$ cat config.mk
export PLATFORM = sky130hd
export DESIGN_NAME = lfac_ctrl
export DESIGN_NICKNAME = d
export VERILOG_FILES = /design/src/inc/lfac_pkg.sv /design/src/inc/lfac_timer_if.sv /design/src/hdl/lfac_ctrl.sv /design/src/hdl/lfac_wake_timer.sv
export VERILOG_INCLUDE_DIRS = /design/src /design/src/inc
export SDC_FILE = /design/constraint.sdc
export NUM_CORES = 1
export LEC_CHECK = 0
export ABC_AREA = 0
export BUFFER_PORTS_ARGS = -buffer_cell sky130_fd_sc_hd__buf_4
export CAP_MARGIN = 20
export CELL_PAD_IN_SITES_DETAIL_PLACEMENT = 1
export CELL_PAD_IN_SITES_GLOBAL_PLACEMENT = 1
export CORE_ASPECT_RATIO = 0.7
export CORE_MARGIN = 4
export CORE_UTILIZATION = 43
export DETAILED_ROUTE_END_ITERATION = 10
export GPL_TIMING_DRIVEN = 0
export PLACE_DENSITY = 0.87
export SETUP_SLACK_MARGIN = 0.2
export SYNTH_ARGS = -nofsm -noshare
export SYNTH_HDL_FRONTEND = slang
export SYNTH_SLANG_ARGS = --single-unit
$ cat constraint.sdc
create_clock -name ref_clk -period 3.3 [get_ports ref_clk]
set_input_delay 0.495 -clock ref_clk [delete_from_list [all_inputs] [get_ports ref_clk]]
set_output_delay 0.495 -clock ref_clk [all_outputs]
set_load 0.005 [all_outputs]
$ cat src/inc/lfac_map.svh
// lfac_map.svh: register offsets, field positions, reset values and timing figures
// assumes: included by bare name from the design files lfac_ctrl and lfac_wake_timer
`ifndef LFAC_MAP_SVH
`define LFAC_MAP_SVH

// register byte offsets
`define LFAC_ADDR_ACTION   8'h00
`define LFAC_ADDR_DELAY    8'h04
`define LFAC_ADDR_LOWLIM   8'h08
`define LFAC_ADDR_STEP     8'h0C
`define LFAC_ADDR_STATUS   8'h10
`define LFAC_ADDR_ELAPSED  8'h14

// action setting fields: ones digit and tens digit as nibbles
`define LFAC_ONES_LSB      0
`define LFAC_ONES_MSB      3
`define LFAC_TENS_LSB      4
`define LFAC_TENS_MSB      7

// ones digit codes
`define LFAC_ONES_RUN_LIM  4'h0
`define LFAC_ONES_STOP     4'h1
`define LFAC_ONES_SLEEP    4'h2
// tens digit codes
`define LFAC_TENS_COAST    4'h0
`define LFAC_TENS_DECEL    4'h1

// reset values
`define LFAC_RST_ACTION    8'h00
`define LFAC_RST_DELAY     16'h0000
`define LFAC_RST_LOWLIM    16'h0000
`define LFAC_RST_STEP      16'h0001

// one wake delay unit is 0.1 s; clock period is 50 ns
`define LFAC_DELAY_UNIT_NS 100000000
`define LFAC_CLK_PERIOD_NS 50

`endif

$ cat src/inc/lfac_pkg.sv
// lfac_pkg: types shared by the low-frequency action controller
// assumes: lfac_map.svh on the include path
`default_nettype none
package lfac_pkg;
  // controller states
  typedef enum logic [2:0]
  {
    LFAC_ST_RUN,
    LFAC_ST_DECEL,
    LFAC_ST_HALTED,
    LFAC_ST_SLEEP
  } lfac_state_e;

  // decoded response to a below-limit frequency
  typedef enum logic [1:0]
  {
    LFAC_ACT_RUN_LIM,
    LFAC_ACT_STOP,
    LFAC_ACT_SLEEP
  } lfac_action_e;
endpackage
`default_nettype wire

$ cat src/inc/lfac_timer_if.sv
// lfac_timer_if: carries the wake delay request and result between controller and timer
// assumes: one clock domain, driven by the controller and the wake timer only
`default_nettype none
interface lfac_timer_if #(
  parameter int DLY_W = 16
);
  logic             armed;   // waiting state, set frequency above limit
  logic [DLY_W-1:0] delay;   // delay in 0.1 s units
  logic             done;    // delay fully elapsed
  logic [DLY_W-1:0] elapsed; // whole units counted so far

  modport ctrl
  (
    output armed,
    output delay,
    input  done,
    input  elapsed
  );
  modport timer
  (
    input  armed,
    input  delay,
    output done,
    output elapsed
  );
endinterface
`default_nettype wire

$ cat src/hdl/lfac_ctrl.sv
// lfac_ctrl: decides what the drive does when its frequency falls below the lower limit
// assumes: set and running frequencies arrive synchronous to ref_clk in the drive's units
//
// Behaviour
// - the ones digit of the action setting picks run at lower limit, stop, or sleep.
// - the tens digit picks coasting or ramping the output frequency down to zero.
// - with stop selected, a set frequency below the lower limit halts the output.
// - after such a stop, running resumes once the set frequency stays above the limit for the delay.
// - with sleep selected, a running frequency below the lower limit puts the drive to sleep.
// - from sleep, running resumes only after the set frequency stays above the limit for the full delay.
`default_nettype none
`include "lfac_map.svh"
module lfac_ctrl
  import lfac_pkg::*;
#(
  parameter int          FREQ_W      = 16,
  parameter int          DLY_W       = 16,
  parameter int unsigned TICK_CYCLES = `LFAC_DELAY_UNIT_NS / `LFAC_CLK_PERIOD_NS
)(
  input  wire logic              ref_clk,
  input  wire logic              resetn,
  input  wire logic [7:0]        reg_addr,
  input  wire logic [31:0]       reg_wdata,
  input  wire logic              reg_wr,
  input  wire logic              reg_rd,
  output logic      [31:0]       reg_rdata,
  input  wire logic [FREQ_W-1:0] set_freq,
  input  wire logic [FREQ_W-1:0] run_freq,
  output logic      [FREQ_W-1:0] out_freq,
  output logic                   drive_en,
  output logic                   coasting,
  output logic                   sleeping,
  output logic                   halted
);

  //////////////////////////////////////////////////////////////////////////////
  // helpers

  // frequency strictly below an active lower limit
  function automatic logic below_limit(input logic [FREQ_W-1:0] f,
                                       input logic [FREQ_W-1:0] lim);
    below_limit = (lim != '0) && (f < lim);
  endfunction

  // ones digit to action; unknown codes keep running at the limit
  function automatic lfac_action_e decode_action(input logic [3:0] ones);
    case (ones)
      `LFAC_ONES_STOP:  decode_action = LFAC_ACT_STOP;
      `LFAC_ONES_SLEEP: decode_action = LFAC_ACT_SLEEP;
      default:          decode_action = LFAC_ACT_RUN_LIM;
    endcase
  endfunction

  //////////////////////////////////////////////////////////////////////////////
  // registers and state

  logic        [7:0]        action_ff;
  logic        [DLY_W-1:0]  delay_ff;
  logic        [FREQ_W-1:0] lowlim_ff;
  logic        [FREQ_W-1:0] step_ff;
  logic        [31:0]       rdata_ff;
  lfac_state_e              state_ff;
  lfac_state_e              nxt_state;
  logic        [FREQ_W-1:0] out_freq_ff;
  logic        [FREQ_W-1:0] nxt_out_freq;
  logic                     drive_en_ff;
  logic                     nxt_drive_en;
  logic                     coasting_ff;
  logic                     nxt_coasting;
  logic                     sleep_dest_ff;
  logic                     nxt_sleep_dest;

  lfac_timer_if #(.DLY_W(DLY_W)) tmr_if ();

  //////////////////////////////////////////////////////////////////////////////
  // register decode

  wire logic         wr_action  = reg_wr && (reg_addr == `LFAC_ADDR_ACTION);
  wire logic         wr_delay   = reg_wr && (reg_addr == `LFAC_ADDR_DELAY);
  wire logic         wr_lowlim  = reg_wr && (reg_addr == `LFAC_ADDR_LOWLIM);
  wire logic         wr_step    = reg_wr && (reg_addr == `LFAC_ADDR_STEP);
  wire logic [31:0]  status_word;
  logic      [31:0]  nxt_rdata;

  assign status_word = {24'h000000, 1'b0, halted, sleeping, coasting,
                        drive_en, state_ff};

  // read mux; unmapped offsets read zero
  always_comb
  begin
    nxt_rdata = 32'h00000000;
    case (reg_addr)
      `LFAC_ADDR_ACTION:  nxt_rdata = 32'(action_ff);
      `LFAC_ADDR_DELAY:   nxt_rdata = 32'(delay_ff);
      `LFAC_ADDR_LOWLIM:  nxt_rdata = 32'(lowlim_ff);
      `LFAC_ADDR_STEP:    nxt_rdata = 32'(step_ff);
      `LFAC_ADDR_STATUS:  nxt_rdata = status_word;
      `LFAC_ADDR_ELAPSED: nxt_rdata = 32'(tmr_if.elapsed);
      default:            nxt_rdata = 32'h00000000;
    endcase
  end

  // software writable configuration
  always_ff @(posedge ref_clk)
  begin
    if (!resetn)
    begin
      action_ff <= `LFAC_RST_ACTION;
      delay_ff  <= DLY_W'(`LFAC_RST_DELAY);
      lowlim_ff <= FREQ_W'(`LFAC_RST_LOWLIM);
      step_ff   <= FREQ_W'(`LFAC_RST_STEP);
    end
    else
    begin
      if (wr_action)
        action_ff <= reg_wdata[7:0];
      if (wr_delay)
        delay_ff <= reg_wdata[DLY_W-1:0];
      if (wr_lowlim)
        lowlim_ff <= reg_wdata[FREQ_W-1:0];
      if (wr_step)
        step_ff <= reg_wdata[FREQ_W-1:0];
    end
  end

  // read data stand one cycle after the strobe only
  always_ff @(posedge ref_clk)
  begin
    if (!resetn || !reg_rd)
      rdata_ff <= 32'h00000000;
    else
      rdata_ff <= nxt_rdata;
  end

  //////////////////////////////////////////////////////////////////////////////
  // decoded settings and frequency compares

  wire lfac_action_e act       = decode_action(action_ff[`LFAC_ONES_MSB:`LFAC_ONES_LSB]);
  wire logic         use_decel = (action_ff[`LFAC_TENS_MSB:`LFAC_TENS_LSB]
                                  == `LFAC_TENS_DECEL);
  // a zero lower limit disables every action
  wire logic         set_below = below_limit(set_freq, lowlim_ff);
  wire logic         run_below = below_limit(run_freq, lowlim_ff);
  wire logic         set_above = (lowlim_ff != '0) && (set_freq > lowlim_ff);
  wire logic         waiting   = (state_ff == LFAC_ST_HALTED)
                                 || (state_ff == LFAC_ST_SLEEP);
  wire logic [FREQ_W-1:0] ramp_next = (out_freq_ff > step_ff)
                                      ? out_freq_ff - step_ff : '0;

  // wake count runs only while the set frequency stays above
  assign tmr_if.armed = waiting && set_above;
  assign tmr_if.delay = delay_ff;

  //////////////////////////////////////////////////////////////////////////////
  // wake delay timer

  lfac_wake_timer #(
    .TICK_CYCLES (TICK_CYCLES),
    .DLY_W       (DLY_W)
  ) u_wake_timer (
    .ref_clk (ref_clk),
    .resetn  (resetn),
    .tmr     (tmr_if.timer)
  );

  //////////////////////////////////////////////////////////////////////////////
  // action state machine

  always_comb
  begin
    nxt_state      = state_ff;
    nxt_out_freq   = out_freq_ff;
    nxt_drive_en   = drive_en_ff;
    nxt_coasting   = coasting_ff;
    nxt_sleep_dest = sleep_dest_ff;
    case (state_ff)
      LFAC_ST_RUN:
      begin
        nxt_drive_en = 1'b1;
        nxt_coasting = 1'b0;
        nxt_out_freq = set_freq;
        // keep running clamped at the lower limit
        if ((act == LFAC_ACT_RUN_LIM) && set_below)
          nxt_out_freq = lowlim_ff;
        // stop on set frequency below limit
        // sleep on running frequency below limit
        if (((act == LFAC_ACT_STOP) && set_below)
            || ((act == LFAC_ACT_SLEEP) && run_below))
        begin
          nxt_sleep_dest = (act == LFAC_ACT_SLEEP);
          if (use_decel)
          begin
            nxt_state    = LFAC_ST_DECEL;
            nxt_out_freq = ramp_next;
          end
          else
          begin
            nxt_state    = (act == LFAC_ACT_SLEEP) ? LFAC_ST_SLEEP : LFAC_ST_HALTED;
            nxt_out_freq = '0;
            nxt_drive_en = 1'b0;
            nxt_coasting = 1'b1;
          end
        end
      end
      LFAC_ST_DECEL:
      begin
        nxt_out_freq = ramp_next;
        if (ramp_next == '0)
        begin
          nxt_state    = sleep_dest_ff ? LFAC_ST_SLEEP : LFAC_ST_HALTED;
          nxt_drive_en = 1'b0;
        end
      end
      LFAC_ST_HALTED,
      LFAC_ST_SLEEP:
      begin
        nxt_out_freq = '0;
        nxt_drive_en = 1'b0;
        // wake from halt or sleep after full delay
        if (tmr_if.done)
        begin
          nxt_state    = LFAC_ST_RUN;
          nxt_drive_en = 1'b1;
          nxt_coasting = 1'b0;
          nxt_out_freq = set_freq;
        end
      end
      default:
      begin
        nxt_state    = LFAC_ST_RUN;
        nxt_out_freq = '0;
        nxt_drive_en = 1'b0;
        nxt_coasting = 1'b0;
      end
    endcase
  end

  // state and output flops
  always_ff @(posedge ref_clk)
  begin
    if (!resetn)
    begin
      state_ff      <= LFAC_ST_RUN;
      out_freq_ff   <= '0;
      drive_en_ff   <= 1'b0;
      coasting_ff   <= 1'b0;
      sleep_dest_ff <= 1'b0;
    end
    else
    begin
      state_ff      <= nxt_state;
      out_freq_ff   <= nxt_out_freq;
      drive_en_ff   <= nxt_drive_en;
      coasting_ff   <= nxt_coasting;
      sleep_dest_ff <= nxt_sleep_dest;
    end
  end

  //////////////////////////////////////////////////////////////////////////////
  // outputs

  assign reg_rdata = rdata_ff;
  assign out_freq  = out_freq_ff;
  assign drive_en  = drive_en_ff;
  assign coasting  = coasting_ff;
  assign sleeping  = (state_ff == LFAC_ST_SLEEP);
  assign halted    = (state_ff == LFAC_ST_HALTED);

endmodule
`default_nettype wire

$ cat src/hdl/lfac_wake_timer.sv
// lfac_wake_timer: counts how long the set frequency has stayed above the lower limit
// assumes: armed drops for at least one cycle whenever the condition is broken
`default_nettype none
`include "lfac_map.svh"
module lfac_wake_timer
  import lfac_pkg::*;
#(
  parameter int unsigned TICK_CYCLES = 2000000,
  parameter int          DLY_W       = 16
)(
  input  wire logic   ref_clk,
  input  wire logic   resetn,
  lfac_timer_if.timer tmr
);
  localparam int PRE_W = $clog2(TICK_CYCLES + 1);

  logic [PRE_W-1:0] pre_ff;
  logic [DLY_W-1:0] unit_ff;
  logic             nxt_wrap;
  logic             nxt_sat;

  // prescaler wraps once per 0.1 s; unit count saturates
  assign nxt_wrap = (pre_ff == PRE_W'(TICK_CYCLES - 1));
  assign nxt_sat  = (unit_ff == {DLY_W{1'b1}});

  //////////////////////////////////////////////////////////////////////////////
  // restart on dropout
  always_ff @(posedge ref_clk)
  begin
    if (!resetn || !tmr.armed)
    begin
      pre_ff  <= '0;
      unit_ff <= '0;
    end
    else
    begin
      pre_ff <= nxt_wrap ? '0 : pre_ff + PRE_W'(1);
      if (nxt_wrap && !nxt_sat)
        unit_ff <= unit_ff + DLY_W'(1);
    end
  end

  assign tmr.done    = tmr.armed && (unit_ff >= tmr.delay);
  assign tmr.elapsed = unit_ff;
endmodule
`default_nettype wire

* Yosys cells after proc, flatten, opt, wreduce, memory -nomap -nowiden
Index checks and enable logic that the tools add are counted.
Storage, ports and cells: bits in registers 147, output and inout port bits 52, word-level logic and storage cells 94
Operators by class: add/sub/neg operators 3, $lt $le $gt $ge 5, equality and inequality tests 18, muxes and demuxes 24, bitwise logic cells 1, reductions and logical operators 31
Operators by type and width (number):
- $pmux W16 S6 | 1
- $mux W16 | 5
- $pmux W16 S3 | 1
- $gt A16 B16 Y1 | 2
- $lt A16 B16 Y1 | 2
- $add A21 B1 Y21 const B | 1
- $eq A21 B21 Y1 const B | 1
- $add A16 B1 Y16 const B | 1
- $eq A16 B16 Y1 const B | 1
- $eq A8 B4 Y1 const B | 2
- $eq A8 B5 Y1 const B | 2
- $ge A16 B16 Y1 | 1
- $logic_not A16 Y1 | 1
- $reduce_bool A16 Y1 | 1
- $sub A16 B16 Y16 | 1
- $logic_and A1 B1 Y1 | 13
- $mux W1 | 9
- $mux W3 | 3
- $pmux W3 S3 | 1
- $eq A4 B1 Y1 const B | 2
- $eq A8 B3 Y1 const B | 1
- $logic_not A8 Y1 | 1
- $eq A3 B2 Y1 const B | 2
- $ne A2 B2 Y1 const B | 3
- 15 further kinds | 24

* Logic depth before layout (Yosys ltp)
word-level depth 7, gate-level depth with buffers 11, mapped depth without buffers 11

* Modules after synthesis
A second synthesis with hierarchy kept.
Second synthesis, totals: cell total of the unflattened synthesis 1025, area, all modules 8164.1 µm²
Modules (own cells, without submodules):
- lfac_ctrl | times used 1, cells each 762, area each 6039.5 µm²
- lfac_wake_timer | times used 1, cells each 263, area each 2124.5 µm²

* Worst setup path before layout
OpenSTA, ideal clock, no wires.
path type input -> register, start point input port set_freq[11], end point register out_freq_ff[0], in the netlist out_freq[0], setup time 0.138 ns, arrival 2.523 ns, data required time 3.162 ns, path slack 0.639 ns, stages on the path 10, buffers on the path 1, path through ha_1 and3_1 a221o_1 a21oi_1 o2111a_1 a22oi_1 and3_1 o21ai_2 buf_2 o221ai_1
On the way: cells in the longest elaborated chain, start to end 6, elaborated cells between the ends (all ways) 13, classes of those cells order compare (2); mux (4); reduce/logical (7)
Ends and longest elaborated chain:
- from (decl) | line lfac_ctrl.sv:27 | input wire logic [FREQ_W-1:0] set_freq,
- $lt A16 B16 Y1 / $gt A16 B16 Y1 (equally long branches) | line lfac_ctrl.sv:42, lfac_ctrl.sv:144
- $logic_and A1 B1 Y1 (on tied branches) | line lfac_ctrl.sv:42, lfac_ctrl.sv:144
- $logic_and A1 B1 Y1 (on tied branches) | line lfac_ctrl.sv:183, lfac_ctrl.sv:151, lfac_ctrl.sv:187
- $mux W16, or another cell as far along | line lfac_ctrl.sv:183 | if ((act == LFAC_ACT_RUN_LIM) && set_below)
- $mux W16 (on tied branches) | line lfac_ctrl.sv:187, lfac_ctrl.sv:220
- $pmux W16 S3 * | line lfac_ctrl.sv:176 | case (state_ff)
- to (signal assigned) | line lfac_ctrl.sv:252 | out_freq_ff <= nxt_out_freq;
- to (decl) | line lfac_ctrl.sv:64 | logic [FREQ_W-1:0] out_freq_ff;
Every way passes the cells marked *; elsewhere a longest branch is shown, timed or not. A chain may end at the register's enable or synchronous reset.

* Worst setup path after layout
start point register lowlim_ff[11], end point register out_freq_ff[14], in the netlist out_freq[14]
On the way: cells in the longest elaborated chain, start to end 6, elaborated cells between the ends (all ways) 17, classes of those cells order compare (3); mux (4); reduce/logical (10)
Ends and longest elaborated chain:
- from (decl) | line lfac_ctrl.sv:59 | logic [FREQ_W-1:0] lowlim_ff;
- from (signal assigned) | line lfac_ctrl.sv:110 | lowlim_ff <= FREQ_W'(`LFAC_RST_LOWLIM);
- from (signal assigned) | line lfac_ctrl.sv:120 | lowlim_ff <= reg_wdata[FREQ_W-1:0];
- $lt A16 B16 Y1, or another cell as far along | line lfac_ctrl.sv:42 | below_limit = (lim != '0) && (f < lim);
- $logic_and A1 B1 Y1 (on tied branches) | line lfac_ctrl.sv:42, lfac_ctrl.sv:144
- $logic_and A1 B1 Y1 (on tied branches)
- $mux W16, or another cell as far along | line lfac_ctrl.sv:183
- $mux W16 (on tied branches) | line lfac_ctrl.sv:187, lfac_ctrl.sv:220
- $pmux W16 S3 * | line lfac_ctrl.sv:176
Marks and branches as above.

==> results.cfg <==
[outcome]
status = finished, final reports clean

[placement]
routabilityCongestion = 0.962
numPortBuffers = 95
place_hpwl_um = 22100
placed_cell_area_um2 = 9060
dp_slack_ns = -0.258

[final_layout]
fill_cells = 2194
syn_to_final_growth_pct = 23.8
layout_commonest_cell = nand2_1
nNetsFinal = 1265
n_antenna_cell = 0
design_area_um2 = 9890
final_cell_mix = 159 x nand2_1, 121 x buf_4, 121 x dfxtp_1
layout-drive-gt1-share_pct = 18.4
final_core_util_pct = 54.6

[clocking]
clock_sinks = 130
clkLatencyLatePin_ns = 0.42
clockBufferDepth = 2
htree_levels = 4
cts_buffers = 17
clk_pin_slew_ns = 0.06
cts_tree = done
clock-root-buffer = clkbuf_16

[route]
wl_um = 30400
drtIter0Drc = 944
viasPerCell = 6.06
drcViolationCount = 0
dr_total_vias = 8309
wire_per_inst_um = 22.1
firstDrtPassIters = 5
postRouteAntennaNets = 0

[die]
die_area_um2 = 20900
fp-row-count = 41
initial_core_util_pct = 44.1
core_area_um2 = 18100
die_w_um = 171
dieHeight_um = 122
ioPinCount = 128

[critical_path]
critPathSlowestCell = dfxtp_2
required_ns = 3.63
startpoint_type = flop
cp.arrival_ns = 3.42
worst-setup-path-type = flop to flop
endpoint_kind = flop
crit_chain = inv_1, ha_1, and3_1, a221o_1, a21oi_2, o2111a_2, a22oi_2, nor2_1, o211ai_1, buf_4, clkbuf_4, o221ai_1
cpPeakStageDelay_ns = 0.38
crit_path_max_fanout = 10

[logic_synthesis]
synth_edf_count = 0
syn-cell-area_um2 = 7990
yosysSeqAreaShare_pct = 32.6
synth.area.top_cells = dfxtp_1 33%, ha_1 10%, nand2_1 7.5%, a21boi_0 4.4%, inv_1 3.3%
yosysTopAreaCellShare_pct = 32.6
synth_largest_area_cell = dfxtp_1
synth_flop_cell = dfxtp_1
async_reset_ff_share_pct = 0
yosysWarnings = 0
synth_seq_cells = 130
netlist_instances = 984
synth.distinct_cells = 70
synth.avg_cell_area_um2 = 8.12

[timing]
maxClockFrequency_ghz = 0.323
finalSetupViolations = 0
finalHoldViolCount = 0
maxSlewViolCount = 0
maxSlewHeadroom_pct = 44.9
max_slew.worst_pin.slew_ns = 0.821
rsz0062_at_grt = true
fin_ws_ns = 0.205
fin_crit_ns = 3.10
skew_ns = 0.0119
finalCritPeriodShare_pct = 93.8

[job]
cap_violations = 0

[global_route]
antenna_found_initial = 0
first_global_vias = 8130
grt.total_usage_pct = 28.4
grt_max_degree = 17
grt_pass1_wl_um = 45800
gr-total-overflow = 0

[power_and_ir_drop]
leakage_nw = 3.80
power_density_nw_per_um2 = 423
ir_worst_vdd_uv = 318

[worst_hold_path]
min_path_type = primary input to flop
-- worst max-delay path, delay by kind of cell, from the launching register on --
kind / cells / cell delay, ns
buf+inv: 3 / 0.48
fa+ha+maj: 1 / 0.29
simple gates: 2 / 0.43
flops: 1 / 0.38
compound gates: 6 / 1.42
-- per-layer routing --
metal,up-vias,wire (µm),track usage (%)
li1,3724,-,-
met2,475,12900,42.2
met3,80,3000,5.81
met5,-,0,0
met1,4030,13700,41.7
met4,0,700,8.21
-- final timing paths --
path	startpoint	endpoint	slack (ns)	depth (start not counted)
setup / recovery	lowlim_ff[11]	out_freq[14]	0.20	12
hold / removal	reg_wdata[12]	lowlim_ff[12]	0.34	3
hold reg to reg	u_wake_timer.pre_ff[0]	u_wake_timer.pre_ff[0]	0.49	1
setup reg to reg	lowlim_ff[11]	out_freq[14]	0.20	12
-- flip-flops by register name, indices dropped and copies added, names as in the netlist --
register / cells
step_ff: 16
u_wake_timer.tmr.elapsed: 16
delay_ff: 16
reg_rdata: 16
coasting: 1
state_ff: 2
u_wake_timer.pre_ff: 21
action_ff: 8
sleep_dest_ff: 1
lowlim_ff: 16
out_freq: 16
drive_en: 1
-- logic make-up after synthesis --
family,after synthesis,synth area share [%]
XOR/XNOR,40,4.38
AND/OR/NAND/NOR,376,22.4
adder cells (fa/ha/maj),66,10.4
buffers and inverters,127,6.80
flip-flops,130,32.6
multiplexers,12,1.53
other,1,0.0469
AO/OA/AOI/OAI,232,21.9
-- cells in the mapped netlist (all sizes together), types with 15 or more instances --
cell / count
buf: 22
nand2: 160
a21o: 15
clkbuf: 34
nor2b: 19
a21boi: 51
nand3: 33
nor2: 71
dfxtp: 130
a22oi: 18
o21ai: 15
inv: 71
xor2: 25
o221ai: 17
xnor2: 15
a21oi: 43
ha: 65
-- through the flow --
stage                     power (mW)  hold WS [ns]  instances  setup TNS, ns
after floorplan                 1.90         0.430        999              0
after global placement          2.07         0.447       1330          -1.60
after detailed placement        2.09         0.468       1330          -3.14
after CTS                       4.16         0.334       1365              0
after global routing            4.30         0.330       1372              0
final                           4.19         0.340       1372              0
-- timing repair --
item / 4_1_cts / 5_1_grt
setup endpoints to repair: 47 / 51
pin swaps: 3 / 5
resized for setup: 13 / 28
buffers inserted: 3 / 7
hold buffers: 0 / 0
-- power by group --
group          total [mW]  leakage, nW  switching, mW  internal, mW
clock                2.09        0.300          0.763          1.33
sequential           1.59         1.06         0.0105          1.58
combinational       0.504         2.44          0.280         0.225
total                4.19         3.80           1.05          3.13
-- area by class of cell --
type | instances | area (µm²) | share of cell area [%]
clock inverter | 12 | 180 | 1.82
sequential | 130 | 2610 | 26.4
multi-input combinational | 742 | 4990 | 50.4
tap | 236 | 295 | 2.98
inverter | 71 | 267 | 2.69
buffer | 56 | 292 | 2.95
clock buffer | 20 | 467 | 4.72
timing repair buffer | 105 | 788 | 7.97
No activity file was read; power rests on OpenSTA's default activity.
